`config.mk`:
```
export PLATFORM = sky130hd
export DESIGN_NAME = range_extraction
export DESIGN_NICKNAME = d
export VERILOG_FILES = /design/src/range_pkg.sv /design/src/ref_if.sv /design/src/range_extraction.sv /design/src/ref_shared.sv
export VERILOG_INCLUDE_DIRS = /design/src
export SDC_FILE = /design/constraint.sdc
export NUM_CORES = 1
export LEC_CHECK = 0
export ABC_AREA = 1
export BUFFER_PORTS_ARGS = -buffer_cell sky130_fd_sc_hd__buf_2
export CAP_MARGIN = 40
export CELL_PAD_IN_SITES_DETAIL_PLACEMENT = 1
export CELL_PAD_IN_SITES_GLOBAL_PLACEMENT = 1
export CORE_ASPECT_RATIO = 1.1
export CORE_MARGIN = 2
export CORE_UTILIZATION = 40
export DETAILED_ROUTE_END_ITERATION = 6
export GPL_TIMING_DRIVEN = 0
export PLACE_DENSITY_LB_ADDON = 0.15
export SYNTH_ARGS = -nofsm -noshare
export SYNTH_HDL_FRONTEND = slang
export SYNTH_SLANG_ARGS = --single-unit
```
`constraint.sdc`:
```
create_clock -name clock -period 3.6 [get_ports clock]
set_clock_uncertainty 0.15 [all_clocks]
set_input_delay 0.36 -clock clock [delete_from_list [all_inputs] [get_ports clock]]
set_output_delay 0.36 -clock clock [all_outputs]
set_load 0.1 [all_outputs]
```
`src/range_regs.svh`:
```
`ifndef RANGE_REGS_SVH
`define RANGE_REGS_SVH

// channel count and word widths
`define RNG_CHANNELS        4
`define RNG_COARSE_W        17
`define RNG_FINE_W          7
`define RNG_RESULT_W        24

// preset values loaded by the start-measurement pulse
`define RNG_COARSE_PRESET   17'h1ffff
`define RNG_FINE_PRESET     7'h7f

// upper bounds of phase segments one to five; segment six runs to 7'h7f
`define RNG_SEG1_HI         7'h08
`define RNG_SEG2_HI         7'h10
`define RNG_SEG3_HI         7'h20
`define RNG_SEG4_HI         7'h30
`define RNG_SEG5_HI         7'h38

// timing: system clock rate and correction timing in their own units
`define RNG_CLK_MHZ         250
`define RNG_SETTLE_US       20
`define RNG_CORR_MAX_US     30
`define RNG_INSERT_KHZ      100

// derived cycle counts
`define RNG_SETTLE_CYC      (`RNG_SETTLE_US * `RNG_CLK_MHZ)
`define RNG_INSERT_CYC      ((`RNG_CLK_MHZ * 1000) / `RNG_INSERT_KHZ)
`define RNG_INSERT_W        12
`define RNG_TIMER_W         16

`endif

```
`src/range_pkg.sv`:
```
`default_nettype none

package range_pkg;

    // per-channel measurement sequence, one-hot
    typedef enum logic [8:0] {
        ST_IDLE       = 9'h001,
        ST_ARM        = 9'h002,
        ST_START_WAIT = 9'h004,
        ST_COARSE     = 9'h008,
        ST_STOP_WAIT  = 9'h010,
        ST_FINE_ARM   = 9'h020,
        ST_FINE_RUN   = 9'h040,
        ST_SETTLE     = 9'h080,
        ST_CORRECT    = 9'h100
    } phase_e;

    // phase segment of the fine count, one-hot
    typedef enum logic [5:0] {
        SEG_FIRST  = 6'h01,
        SEG_SECOND = 6'h02,
        SEG_THIRD  = 6'h04,
        SEG_FOURTH = 6'h08,
        SEG_FIFTH  = 6'h10,
        SEG_LAST   = 6'h20
    } segment_e;

    // state of one measurement channel
    typedef struct packed {
        phase_e      state;
        logic [16:0] coarse;
        logic [6:0]  fine;
        logic        half_cycle_bit;
        logic [1:0]  adds;
        logic [15:0] timer;
        logic        rx_epoch_d;
        logic        rx_dr_d;
        logic        rx_beat_d;
        logic [23:0] result;
        logic        valid;
        logic        busy;
    } chan_s;

    // state of the shared reference logic
    typedef struct packed {
        logic        tx_epoch_d;
        logic        tx_dr_d;
        logic        tx_code_d;
        logic        tx_beat_d;
        logic        tx_epoch_fall;
        logic        tx_dr_fall;
        logic        tx_code_rise;
        logic        tx_beat_fall;
        logic        insert_tick;
        logic [11:0] insert_div;
    } shared_s;

endpackage

`default_nettype wire

```
`src/ref_if.sv`:
```
`default_nettype none

// shared transmit-side events and the correction insert tick handed to every channel
interface ref_if;
    logic tx_epoch_fall;
    logic tx_dr_fall;
    logic tx_code_rise;
    logic tx_beat_fall;
    logic insert_tick;

    modport src (
        output tx_epoch_fall,
        output tx_dr_fall,
        output tx_code_rise,
        output tx_beat_fall,
        output insert_tick
    );

    modport dst (
        input  tx_epoch_fall,
        input  tx_dr_fall,
        input  tx_code_rise,
        input  tx_beat_fall,
        input  insert_tick
    );
endinterface

`default_nettype wire

```
`src/range_extraction.sv`:
```
`include "range_regs.svh"
`default_nettype none

// Notes on behaviour
// each channel's result is coarse and fine combined, 24 bits, complemented.
// start pulse arrives during transmit epoch bit and arms the coarse interval.
// coarse interval ends on the next receive epoch marker of the channel.
// coarse interval counts whole code-clock cycles between the two markers.
// fine counter is seven bits, 128 counts for a full phase turn.
// fine count starts on transmit beat crossing, stops on receive beat crossing.
// coarse clock is the double-rate clock halved; the halving bit is the overlap.
// fine count falls into six segments with bounds 8, 16, 32, 48, 56, 127.
// first segment with overlap one misses a count; last with zero adds one.
// second segment with one and fifth with zero are impossible, no special case.
// coarse counter advances on falling edges of the coarse clock.
// coarse counter is preset to all ones, one count below zero.
// add two for missed, one for correct, none for extra count.
// start and stop on first double-rate falling edge after epoch bit falls.
// receive marker arms fine interval; it starts on next reference beat fall.
// fine interval ends on first receive beat falling edge after it began.
// correction begins 20 us after fine end and takes at most 30 us.
// fine counter counts the transmit code clock.
// four identical channels share the reference beat logic.
// coarse register is 17 bits; its complement goes to readout.
// fine counter preset to all ones; start count rolls it to zero.
// each correction count is a 100 kHz pulse; add-two gives two pulses.
// start pulse presets coarse and fine registers to all ones and arms every channel.
// corrected result holds stable until the next start pulse.
// correction command is decoded only after the fine interval ends.
module range_extraction #(
    parameter int unsigned SETTLE_CYC = `RNG_SETTLE_CYC
) (
    input  wire logic                         clock,
    input  wire logic                         rstn,
    input  wire logic                         start_measure,
    input  wire logic                         tx_epoch_bit,
    input  wire logic                         tx_double_rate_clock,
    input  wire logic                         tx_code_clock,
    input  wire logic                         tx_beat,
    input  wire logic [`RNG_CHANNELS-1:0]     rx_epoch_bit,
    input  wire logic [`RNG_CHANNELS-1:0]     rx_double_rate_clock,
    input  wire logic [`RNG_CHANNELS-1:0]     rx_beat,
    output var  logic [`RNG_CHANNELS-1:0][`RNG_RESULT_W-1:0] range_result,
    output var  logic [`RNG_CHANNELS-1:0]     result_valid,
    output var  logic [`RNG_CHANNELS-1:0]     busy
);

    // place a fine count into its phase segment
    function automatic range_pkg::segment_e classify(input logic [6:0] value);
        range_pkg::segment_e seg;
        seg = range_pkg::SEG_LAST;
        if (value <= `RNG_SEG1_HI) begin
            seg = range_pkg::SEG_FIRST;
        end else if (value <= `RNG_SEG2_HI) begin
            seg = range_pkg::SEG_SECOND;
        end else if (value <= `RNG_SEG3_HI) begin
            seg = range_pkg::SEG_THIRD;
        end else if (value <= `RNG_SEG4_HI) begin
            seg = range_pkg::SEG_FOURTH;
        end else if (value <= `RNG_SEG5_HI) begin
            seg = range_pkg::SEG_FIFTH;
        end
        return seg;
    endfunction

    // number of counts to insert for a segment and overlap bit
    function automatic logic [1:0] add_count(input range_pkg::segment_e seg,
                                             input logic half_bit);
        logic [1:0] adds;
        adds = 2'h1;                                   // correct, and both impossible cases
        if (seg == range_pkg::SEG_FIRST && half_bit) begin
            adds = 2'h2;                               // missed a count
        end else if (seg == range_pkg::SEG_LAST && !half_bit) begin
            adds = 2'h0;                               // one count too many
        end
        return adds;
    endfunction

    ref_if evt ();

    // shared transmit edge pulses and correction pulse timing
    ref_shared u_shared (
        .clock                (clock),
        .rstn                 (rstn),
        .tx_epoch_bit         (tx_epoch_bit),
        .tx_double_rate_clock (tx_double_rate_clock),
        .tx_code_clock        (tx_code_clock),
        .tx_beat              (tx_beat),
        .evt                  (evt.src)
    );

    // four identical channels
    for (genvar ch = 0; ch < `RNG_CHANNELS; ch++) begin : g_chan
        range_pkg::chan_s ch_ff;
        range_pkg::chan_s nxt_ch;
        logic             rx_epoch_fall;
        logic             rx_dr_fall;
        logic             rx_beat_fall;

        // receive-side edges seen against the previous sample
        assign rx_epoch_fall = ch_ff.rx_epoch_d & ~rx_epoch_bit[ch];
        assign rx_dr_fall    = ch_ff.rx_dr_d & ~rx_double_rate_clock[ch];
        assign rx_beat_fall  = ch_ff.rx_beat_d & ~rx_beat[ch];

        // measurement sequence of one channel
        always_comb begin
            nxt_ch = ch_ff;
            nxt_ch.rx_epoch_d = rx_epoch_bit[ch];
            nxt_ch.rx_dr_d    = rx_double_rate_clock[ch];
            nxt_ch.rx_beat_d  = rx_beat[ch];
            case (ch_ff.state)
                range_pkg::ST_IDLE: begin
                    nxt_ch.state = range_pkg::ST_IDLE;
                end
                range_pkg::ST_ARM: begin
                    // wait for the transmit epoch bit to drop
                    if (evt.tx_epoch_fall) begin
                        nxt_ch.state = range_pkg::ST_START_WAIT;
                    end
                end
                range_pkg::ST_START_WAIT: begin
                    // interval opens on the next double-rate falling edge
                    if (evt.tx_dr_fall) begin
                        nxt_ch.state = range_pkg::ST_COARSE;
                    end
                end
                range_pkg::ST_COARSE, range_pkg::ST_STOP_WAIT: begin
                    if (ch_ff.state == range_pkg::ST_STOP_WAIT && rx_dr_fall) begin
                        // stop wins over a coincident count edge
                        nxt_ch.state = range_pkg::ST_FINE_ARM;
                    end else begin
                        if (ch_ff.state == range_pkg::ST_COARSE && rx_epoch_fall) begin
                            nxt_ch.state = range_pkg::ST_STOP_WAIT;
                        end
                        if (evt.tx_dr_fall) begin
                            // halving bit toggles; its fall clocks the coarse counter
                            nxt_ch.half_cycle_bit = ~ch_ff.half_cycle_bit;
                            if (ch_ff.half_cycle_bit) begin
                                nxt_ch.coarse = ch_ff.coarse + 17'h00001;
                            end
                        end
                    end
                end
                range_pkg::ST_FINE_ARM: begin
                    // opening edge gives the extra count that rolls all ones to zero
                    if (evt.tx_beat_fall) begin
                        nxt_ch.fine  = ch_ff.fine + 7'h01;
                        nxt_ch.state = range_pkg::ST_FINE_RUN;
                    end
                end
                range_pkg::ST_FINE_RUN: begin
                    if (rx_beat_fall) begin
                        nxt_ch.state = range_pkg::ST_SETTLE;
                        nxt_ch.timer = '0;
                    end else if (evt.tx_code_rise) begin
                        nxt_ch.fine = ch_ff.fine + 7'h01;
                    end
                end
                range_pkg::ST_SETTLE: begin
                    // hold off the correction for the settling time
                    if (ch_ff.timer == `RNG_TIMER_W'(SETTLE_CYC - 1)) begin
                        nxt_ch.adds  = add_count(classify(ch_ff.fine),
                                                 ch_ff.half_cycle_bit);
                        nxt_ch.state = range_pkg::ST_CORRECT;
                    end else begin
                        nxt_ch.timer = ch_ff.timer + `RNG_TIMER_W'(1);
                    end
                end
                range_pkg::ST_CORRECT: begin
                    if (ch_ff.adds == 2'h0) begin
                        // correction complete: publish complemented result
                        nxt_ch.result = ~{ch_ff.coarse, ch_ff.fine};
                        nxt_ch.valid  = 1'b1;
                        nxt_ch.state  = range_pkg::ST_IDLE;
                    end else if (evt.insert_tick) begin
                        // one inserted coarse clock pulse per 100 kHz tick
                        nxt_ch.coarse = ch_ff.coarse + 17'h00001;
                        nxt_ch.adds   = ch_ff.adds - 2'h1;
                    end
                end
                default: begin
                    nxt_ch.state = range_pkg::ST_IDLE;
                end
            endcase
            // start pulse presets registers and arms the channel from any state
            if (start_measure) begin
                nxt_ch.state          = range_pkg::ST_ARM;
                nxt_ch.coarse         = `RNG_COARSE_PRESET;
                nxt_ch.fine           = `RNG_FINE_PRESET;
                nxt_ch.half_cycle_bit = 1'b0;
                nxt_ch.adds           = 2'h0;
                nxt_ch.timer          = '0;
                nxt_ch.result         = '0;
                nxt_ch.valid          = 1'b0;
            end
            // busy follows the next state so the output leaves a flop
            nxt_ch.busy = (nxt_ch.state != range_pkg::ST_IDLE);
        end

        // channel state register
        always_ff @(posedge clock or negedge rstn) begin
            if (!rstn) begin
                ch_ff <= '{state: range_pkg::ST_IDLE, coarse: `RNG_COARSE_PRESET,
                           fine: `RNG_FINE_PRESET, default: '0};
            end else begin
                ch_ff <= nxt_ch;
            end
        end

        // outputs come straight from the channel register
        assign range_result[ch] = ch_ff.result;
        assign result_valid[ch] = ch_ff.valid;
        assign busy[ch]         = ch_ff.busy;
    end

endmodule

`default_nettype wire

```
`src/ref_shared.sv`:
```
`include "range_regs.svh"
`default_nettype none

module ref_shared (
    input  wire logic clock,
    input  wire logic rstn,
    input  wire logic tx_epoch_bit,
    input  wire logic tx_double_rate_clock,
    input  wire logic tx_code_clock,
    input  wire logic tx_beat,
    ref_if.src        evt
);

    range_pkg::shared_s sh_ff;
    range_pkg::shared_s nxt_sh;

    // edge pulses of transmit signals and the correction pulse divider
    always_comb begin
        nxt_sh = sh_ff;
        nxt_sh.tx_epoch_d    = tx_epoch_bit;
        nxt_sh.tx_dr_d       = tx_double_rate_clock;
        nxt_sh.tx_code_d     = tx_code_clock;
        nxt_sh.tx_beat_d     = tx_beat;
        nxt_sh.tx_epoch_fall = sh_ff.tx_epoch_d & ~tx_epoch_bit;
        nxt_sh.tx_dr_fall    = sh_ff.tx_dr_d & ~tx_double_rate_clock;
        nxt_sh.tx_code_rise  = ~sh_ff.tx_code_d & tx_code_clock;
        nxt_sh.tx_beat_fall  = sh_ff.tx_beat_d & ~tx_beat;
        nxt_sh.insert_tick   = 1'b0;
        if (sh_ff.insert_div == `RNG_INSERT_W'(`RNG_INSERT_CYC - 1)) begin
            nxt_sh.insert_div  = '0;
            nxt_sh.insert_tick = 1'b1;
        end else begin
            nxt_sh.insert_div = sh_ff.insert_div + `RNG_INSERT_W'(1);
        end
    end

    // state register
    always_ff @(posedge clock or negedge rstn) begin
        if (!rstn) begin
            sh_ff <= '0;
        end else begin
            sh_ff <= nxt_sh;
        end
    end

    // events leave straight from flip-flops
    assign evt.tx_epoch_fall = sh_ff.tx_epoch_fall;
    assign evt.tx_dr_fall    = sh_ff.tx_dr_fall;
    assign evt.tx_code_rise  = sh_ff.tx_code_rise;
    assign evt.tx_beat_fall  = sh_ff.tx_beat_fall;
    assign evt.insert_tick   = sh_ff.insert_tick;

endmodule

`default_nettype wire

```
## After elaboration in Yosys (flattened, before gate mapping)

Index checks and enable logic that the tools add are counted.

- $lt $le $gt $ge: 20
- Add/sub/neg operators: 17
- Multiplexer cells: 170
- Reduce and logical (&&, ||, !) cells: 81
- Bitwise logic cells: 40
- Equal/unequal tests: 97

Operators with widths:

| kind | count |
|---|---|
| $mux W17 | 20 |
| $mux W25 | 12 |
| $mux W9 | 32 |
| $pmux W9 S7 | 4 |
| $mux W52 | 4 |
| $mux W6 | 28 |
| $pmux W17 S2 | 4 |
| $mux W16 | 8 |
| $pmux W16 S2 | 4 |
| $not A24 Y24 | 4 |
| $le A7 B6 Y1 const B | 12 |
| $mux W7 | 12 |
| $ne A3 B3 Y1 const B | 28 |
| $add A17 B1 Y17 const B | 4 |
| $add A16 B1 Y16 const B | 4 |
| $eq A16 B13 Y1 const B | 4 |
| $pmux W7 S2 | 4 |
| $ne A3 B2 Y1 const B | 16 |
| $reduce_bool A3 Y1 | 16 |
| $eq A9 B2 Y1 const B | 4 |
| $eq A9 B3 Y1 const B | 4 |
| $eq A9 B4 Y1 const B | 4 |
| $eq A9 B5 Y1 const B | 4 |
| $eq A9 B6 Y1 const B | 4 |
| 28 further kinds | 185 |

- Register bits: 345
- Input bits: 19
- Word-level logic and storage cells: 483

## Logic depth before layout (Yosys ltp)

- Depth after elaboration: 16
- Mapped depth: 12

## Hierarchy

Synthesis repeated with hierarchy kept, for this count alone.

- Cell total of the unflattened synthesis: 2744
- Area total of the unflattened synthesis: 20533.4 sq um

Modules (own cells, without submodules):

| module | area each (sq um) | cells an instance | instances | sequential area each (sq um) |
|---|---|---|---|---|
| range_extraction | 19577.5 | 2632 | 1 | 8232.9 |
| ref_shared | 955.9 | 112 | 1 | 525.5 |

## Worst setup path after synthesis

No wires, ideal clock.

- Path kind: register to register
- Start point: register g_chan[2].ch_ff[29] (netlist bit)
- End point: register g_chan[2].ch_ff[37] (netlist bit)
- Clock period less this slack: 1850 ps
- Cell stages (with the launch flop): 13
- Data required time: 3367 ps
- Buffers on the path: 1
- Arrival: 1617 ps
- Path slack: 1750 ps
- Cell sequence: dfrtp_1 ha_1 inv_1 nor2_1 nand2_1 nor2_1 nand2_1 nand2_1 nand2_2 nor2_2 buf_4 nand2_1 o21ai_0

- Longest elaborated chain between the ends: 4

RTL lines:

| element | line | text |
|---|---|---|
| start: declaration | range_extraction.sv:94 | `range_pkg::chan_s ch_ff;` |
| start signal: assignment | range_extraction.sv:203 | `` ch_ff <= '{state: range_pkg::ST_IDLE, coarse: `RNG_COARSE_PRESET, `` |
| start signal: assignment | range_extraction.sv:206 | `ch_ff <= nxt_ch;` |
| $add A16 B1 Y16 | range_extraction.sv:166 | `` nxt_ch.timer = ch_ff.timer + `RNG_TIMER_W'(1); `` |
| $mux W16 | range_extraction.sv:161 | `` if (ch_ff.timer == `RNG_TIMER_W'(SETTLE_CYC - 1)) begin `` |
| $pmux W16 S2 | range_extraction.sv:111 | `case (ch_ff.state)` |
| $mux W52 | range_extraction.sv:186 | `if (start_measure) begin` |

Parallel ways exist; a longest one is shown, timed or not. The select of a mux whose other input is x is not followed.
A chain may end at the register's enable or synchronous reset.

## Worst setup path after layout

- Start point: register g_chan[2].ch_ff[29] (netlist bit)
- End point: register g_chan[2].ch_ff[31] (netlist bit)

Same word-level chain as after synthesis.

==> impl_metrics.json <==
{
  "grt_usage_pct": 25.5,
  "cts_htree_levels": 2,
  "root_buffer": "clkbuf_16",
  "rows": 86,
  "ios": 123,
  "ys_warn_count": 0,
  "area_growth_pct": 15.8,
  "tritoncts": "yes",
  "synthAdderAreaFrac_pct": 1.30,
  "wirelength_um": 66800,
  "p_int_mw": 7.25,
  "cap_violations": 0,
  "place_congestion": 0.883,
  "start_kind": "register",
  "ys_ff_latch": 345,
  "rsz0062_at_grt": "false",
  "crit_slowest_cell": "dfrtp_1",
  "avgSynthCellArea_um2": 7.36,
  "synth_area_um2": 20300,
  "mostFrequentLayoutCell": "nand2_1",
  "status": "finished clean",
  "period_minus_slack_ns": 2.46,
  "grt-ovfl-total": 0,
  "synth.area.top_cells": "dfrtp_1 30%, dfstp_2 13%, nand2_1 13%",
  "layout_common_cells": "684 x nand2_1, 396 x nand3_1, 289 x nor2_1",
  "cts_resized": 0,
  "final_nets": 2980,
  "p_leak_nw": 11.6,
  "die_x_um": 219,
  "p_seq_share_pct": 43.0,
  "numPortBuffers": 121,
  "hold_path_class": "input pin to async pin",
  "yosysTopAreaCellShare_pct": 30.3,
  "pwr-share-comb_pct": 13.1,
  "cts_buffer_depth": 3,
  "max_freq_ghz": 0.406,
  "dieHeight_um": 240,
  "vias_per_cell": 5.36,
  "setup-tns-final_ns": 0,
  "synth_area_leader_cell": "dfrtp_1",
  "grt_antenna_before_repair": 0,
  "drc_errors": 0,
  "synth-async-reset-ratio_pct": 100,
  "clkLatencyLatePin_ns": 0.57,
  "final_util_pct": 46.9,
  "clock_sinks": 345,
  "die_area_um2": 52400,
  "cts.clk_slew.worst_paths_ns": 0.06,
  "routed-via-count": 19500,
  "start_util_pct": 40.5,
  "cp_max_fo": 9,
  "worstMarginPinSlew_ns": 0.841,
  "grt_pass1_vias": 19900,
  "slowest_delay_ns": 0.45,
  "layout-drive-gt1-share_pct": 18.0,
  "grt_max_degree": 113,
  "syn_nets": 2791,
  "crit_chain": "ha_1 > inv_1 > nor2_1 > nand2_1 > nor2_1 > nand2_1 > nand2_1 > nand2_2 > nor2_2 > inv_1 > o21ai_0",
  "timing.critical_path.required_ns": 3.93,
  "power_switching_mw": 2.93,
  "holdWs_ns": 0.0573,
  "dr.pass1.iters": 5,
  "ant_nets": 0,
  "max-slew-margin-rel_pct": 43.9,
  "cp_common_cell": "nand2_1",
  "p_total_mw": 10.2,
  "dp_hpwl_um": 49100,
  "synth_xor_area_share_pct": 1.73,
  "path_class": "register to register",
  "routedWlPerCell_um": 18.4,
  "synthCells": 2751,
  "fillCellCount": 6308,
  "seq_area_frac_synth_pct": 43.2,
  "grt_pass1_wl_um": 106000,
  "synth_compound_area_share_pct": 7.31,
  "synth_cell_types": 45,
  "hold_violations": 0,
  "yosys_most_used_dff": "dfrtp_1",
  "postCtsHoldBufs": 17,
  "synth_simple_gate_area_share_pct": 35.8,
  "p_per_area_nw_per_um2": 434,
  "drtIter0Drc": 968,
  "finalCritPeriodShare_pct": 68.4,
  "arrival_ns": 2.80,
  "synth_top_family_by_area": "simple AND/OR/NAND/NOR gates",
  "final_max_slew_viol_count": 0,
  "antenna_cells": 0,
  "pwr-share-clk_pct": 43.8,
  "core_area_um2": 50000,
  "setup-violations-final": 0,
  "crit_path_end_kind": "register",
  "cts_buffers": 41,
  "synthMuxAreaShare_pct": 0,
  "swShare_pct": 28.8,
  "synth_edf_count": 0,
  "postCtsSetupBuffers": 0,
  "peakVddDrop_v": 0.000343
}
## flip-flops by register name (all words and copies together) (netlist names)
| signal | cells |
|---|---|
| busy | 4 |
| g_chan.ch_ff | 220 |
| range_result | 96 |
| result_valid | 4 |
| u_shared.evt.insert_tick | 1 |
| u_shared.evt.tx_beat_fall | 1 |
| u_shared.evt.tx_code_rise | 1 |
| u_shared.evt.tx_dr_fall | 1 |
| u_shared.evt.tx_epoch_fall | 1 |
| u_shared.sh_ff | 16 |
## area by class of cell
cell class / count / area [µm²] / area share [%]
Multi-Input combinational cell: 1962 / 9340 / 39.8
Clock inverter: 12 / 166 / 0.709
Clock buffer: 64 / 1270 / 5.43
Inverter: 266 / 1000 / 4.27
Timing Repair Buffer: 146 / 940 / 4.01
Sequential cell: 345 / 8760 / 37.3
Tap cell: 660 / 826 / 3.52
Buffer: 178 / 1150 / 4.90
## stage by stage
stage               instances  instance area (µm²)  setup WS [ns]
finish                   3633                23500           1.14
floorplan                2751                20300           1.75
detailed placement       3540                21800          0.714
global placement         3532                21700          -5.06
CTS                      3633                23500           1.17
global route             3633                23500          0.887
## worst paths after layout
path                                     startpoint                         to  slack (ns)  cells past startpoint
worst max-delay path            g_chan[2].ch_ff[29]        g_chan[2].ch_ff[31]        1.14                     11
worst min-delay path                           rstn           range_result[16]        0.06                      2
worst max register to register  g_chan[2].ch_ff[29]        g_chan[2].ch_ff[31]        1.14                     11
worst min register to register   u_shared.sh_ff[18]  u_shared.evt.tx_code_rise        0.27                      1
max in group asynchronous                      rstn           range_result[41]        1.95                      4
min in group clock                    start_measure        g_chan[2].ch_ff[29]        0.06                      4
## routing by layer
metal | global-route usage, % | up-vias | share of wire, % | routed length, µm
met5 | 0 | - | 0 | 0
met4 | 9.26 | 0 | 3.5 | 2340
met3 | 3.52 | 130 | 3.5 | 2350
met2 | 43.6 | 335 | 48 | 32300
met1 | 32.7 | 9703 | 45 | 29900
li1 | - | 9297 | - | -
## power groups by stage
stage               Combinational (mW)  Sequential, mW  Clock, mW
floorplan                        0.929            4.35          0
detailed placement                1.32            4.44          0
global route                      1.47            4.41       4.71
global placement                  1.26            4.43          0
finish                            1.33            4.38       4.47
CTS                               1.34            4.38       4.57
## worst max-delay path, delay by kind of cell (launching register included)
| kind | cells | cell delay, ns |
|---|---|---|
| AND/OR/NAND/NOR | 7 | 1.04 |
| flip-flops | 1 | 0.45 |
| AO/OA/AOI/OAI | 1 | 0.21 |
| adder cells (fa/ha/maj) | 1 | 0.28 |
| buffers and inverters | 2 | 0.24 |
## cells in the mapped netlist, types with 3 or more instances
master and count:
nor3_1 65, buf_4 116, nand2_2 19, dfstp_2 100, o21ai_0 212, nand2_4 5, clkbuf_1 28, nor2_1 289
o21bai_1 5, nand4_1 94, ha_1 21, nor2_4 8, inv_2 8, or2_2 31, o21ai_1 15, nor4_1 4
nand3_2 3, dfrtp_1 245, nor3b_1 3, o22ai_1 3, a21oi_1 30, o211ai_2 3, nand3b_1 4, xnor2_1 14
buf_2 24, xor2_1 26, nor2_2 11, inv_1 255, buf_1 7, o211ai_1 5, nand2_1 684, nand3_1 396
## cells by family (layout without fill, tap and decap cells)
kind of cell,Yosys count,in the layout
buf+inv,444,666
xor+xnor,40,40
simple gates,1622,1622
compound gates,279,279
fa+ha+maj,21,21
flops,345,345
Power figures use the tool's default switching activity.
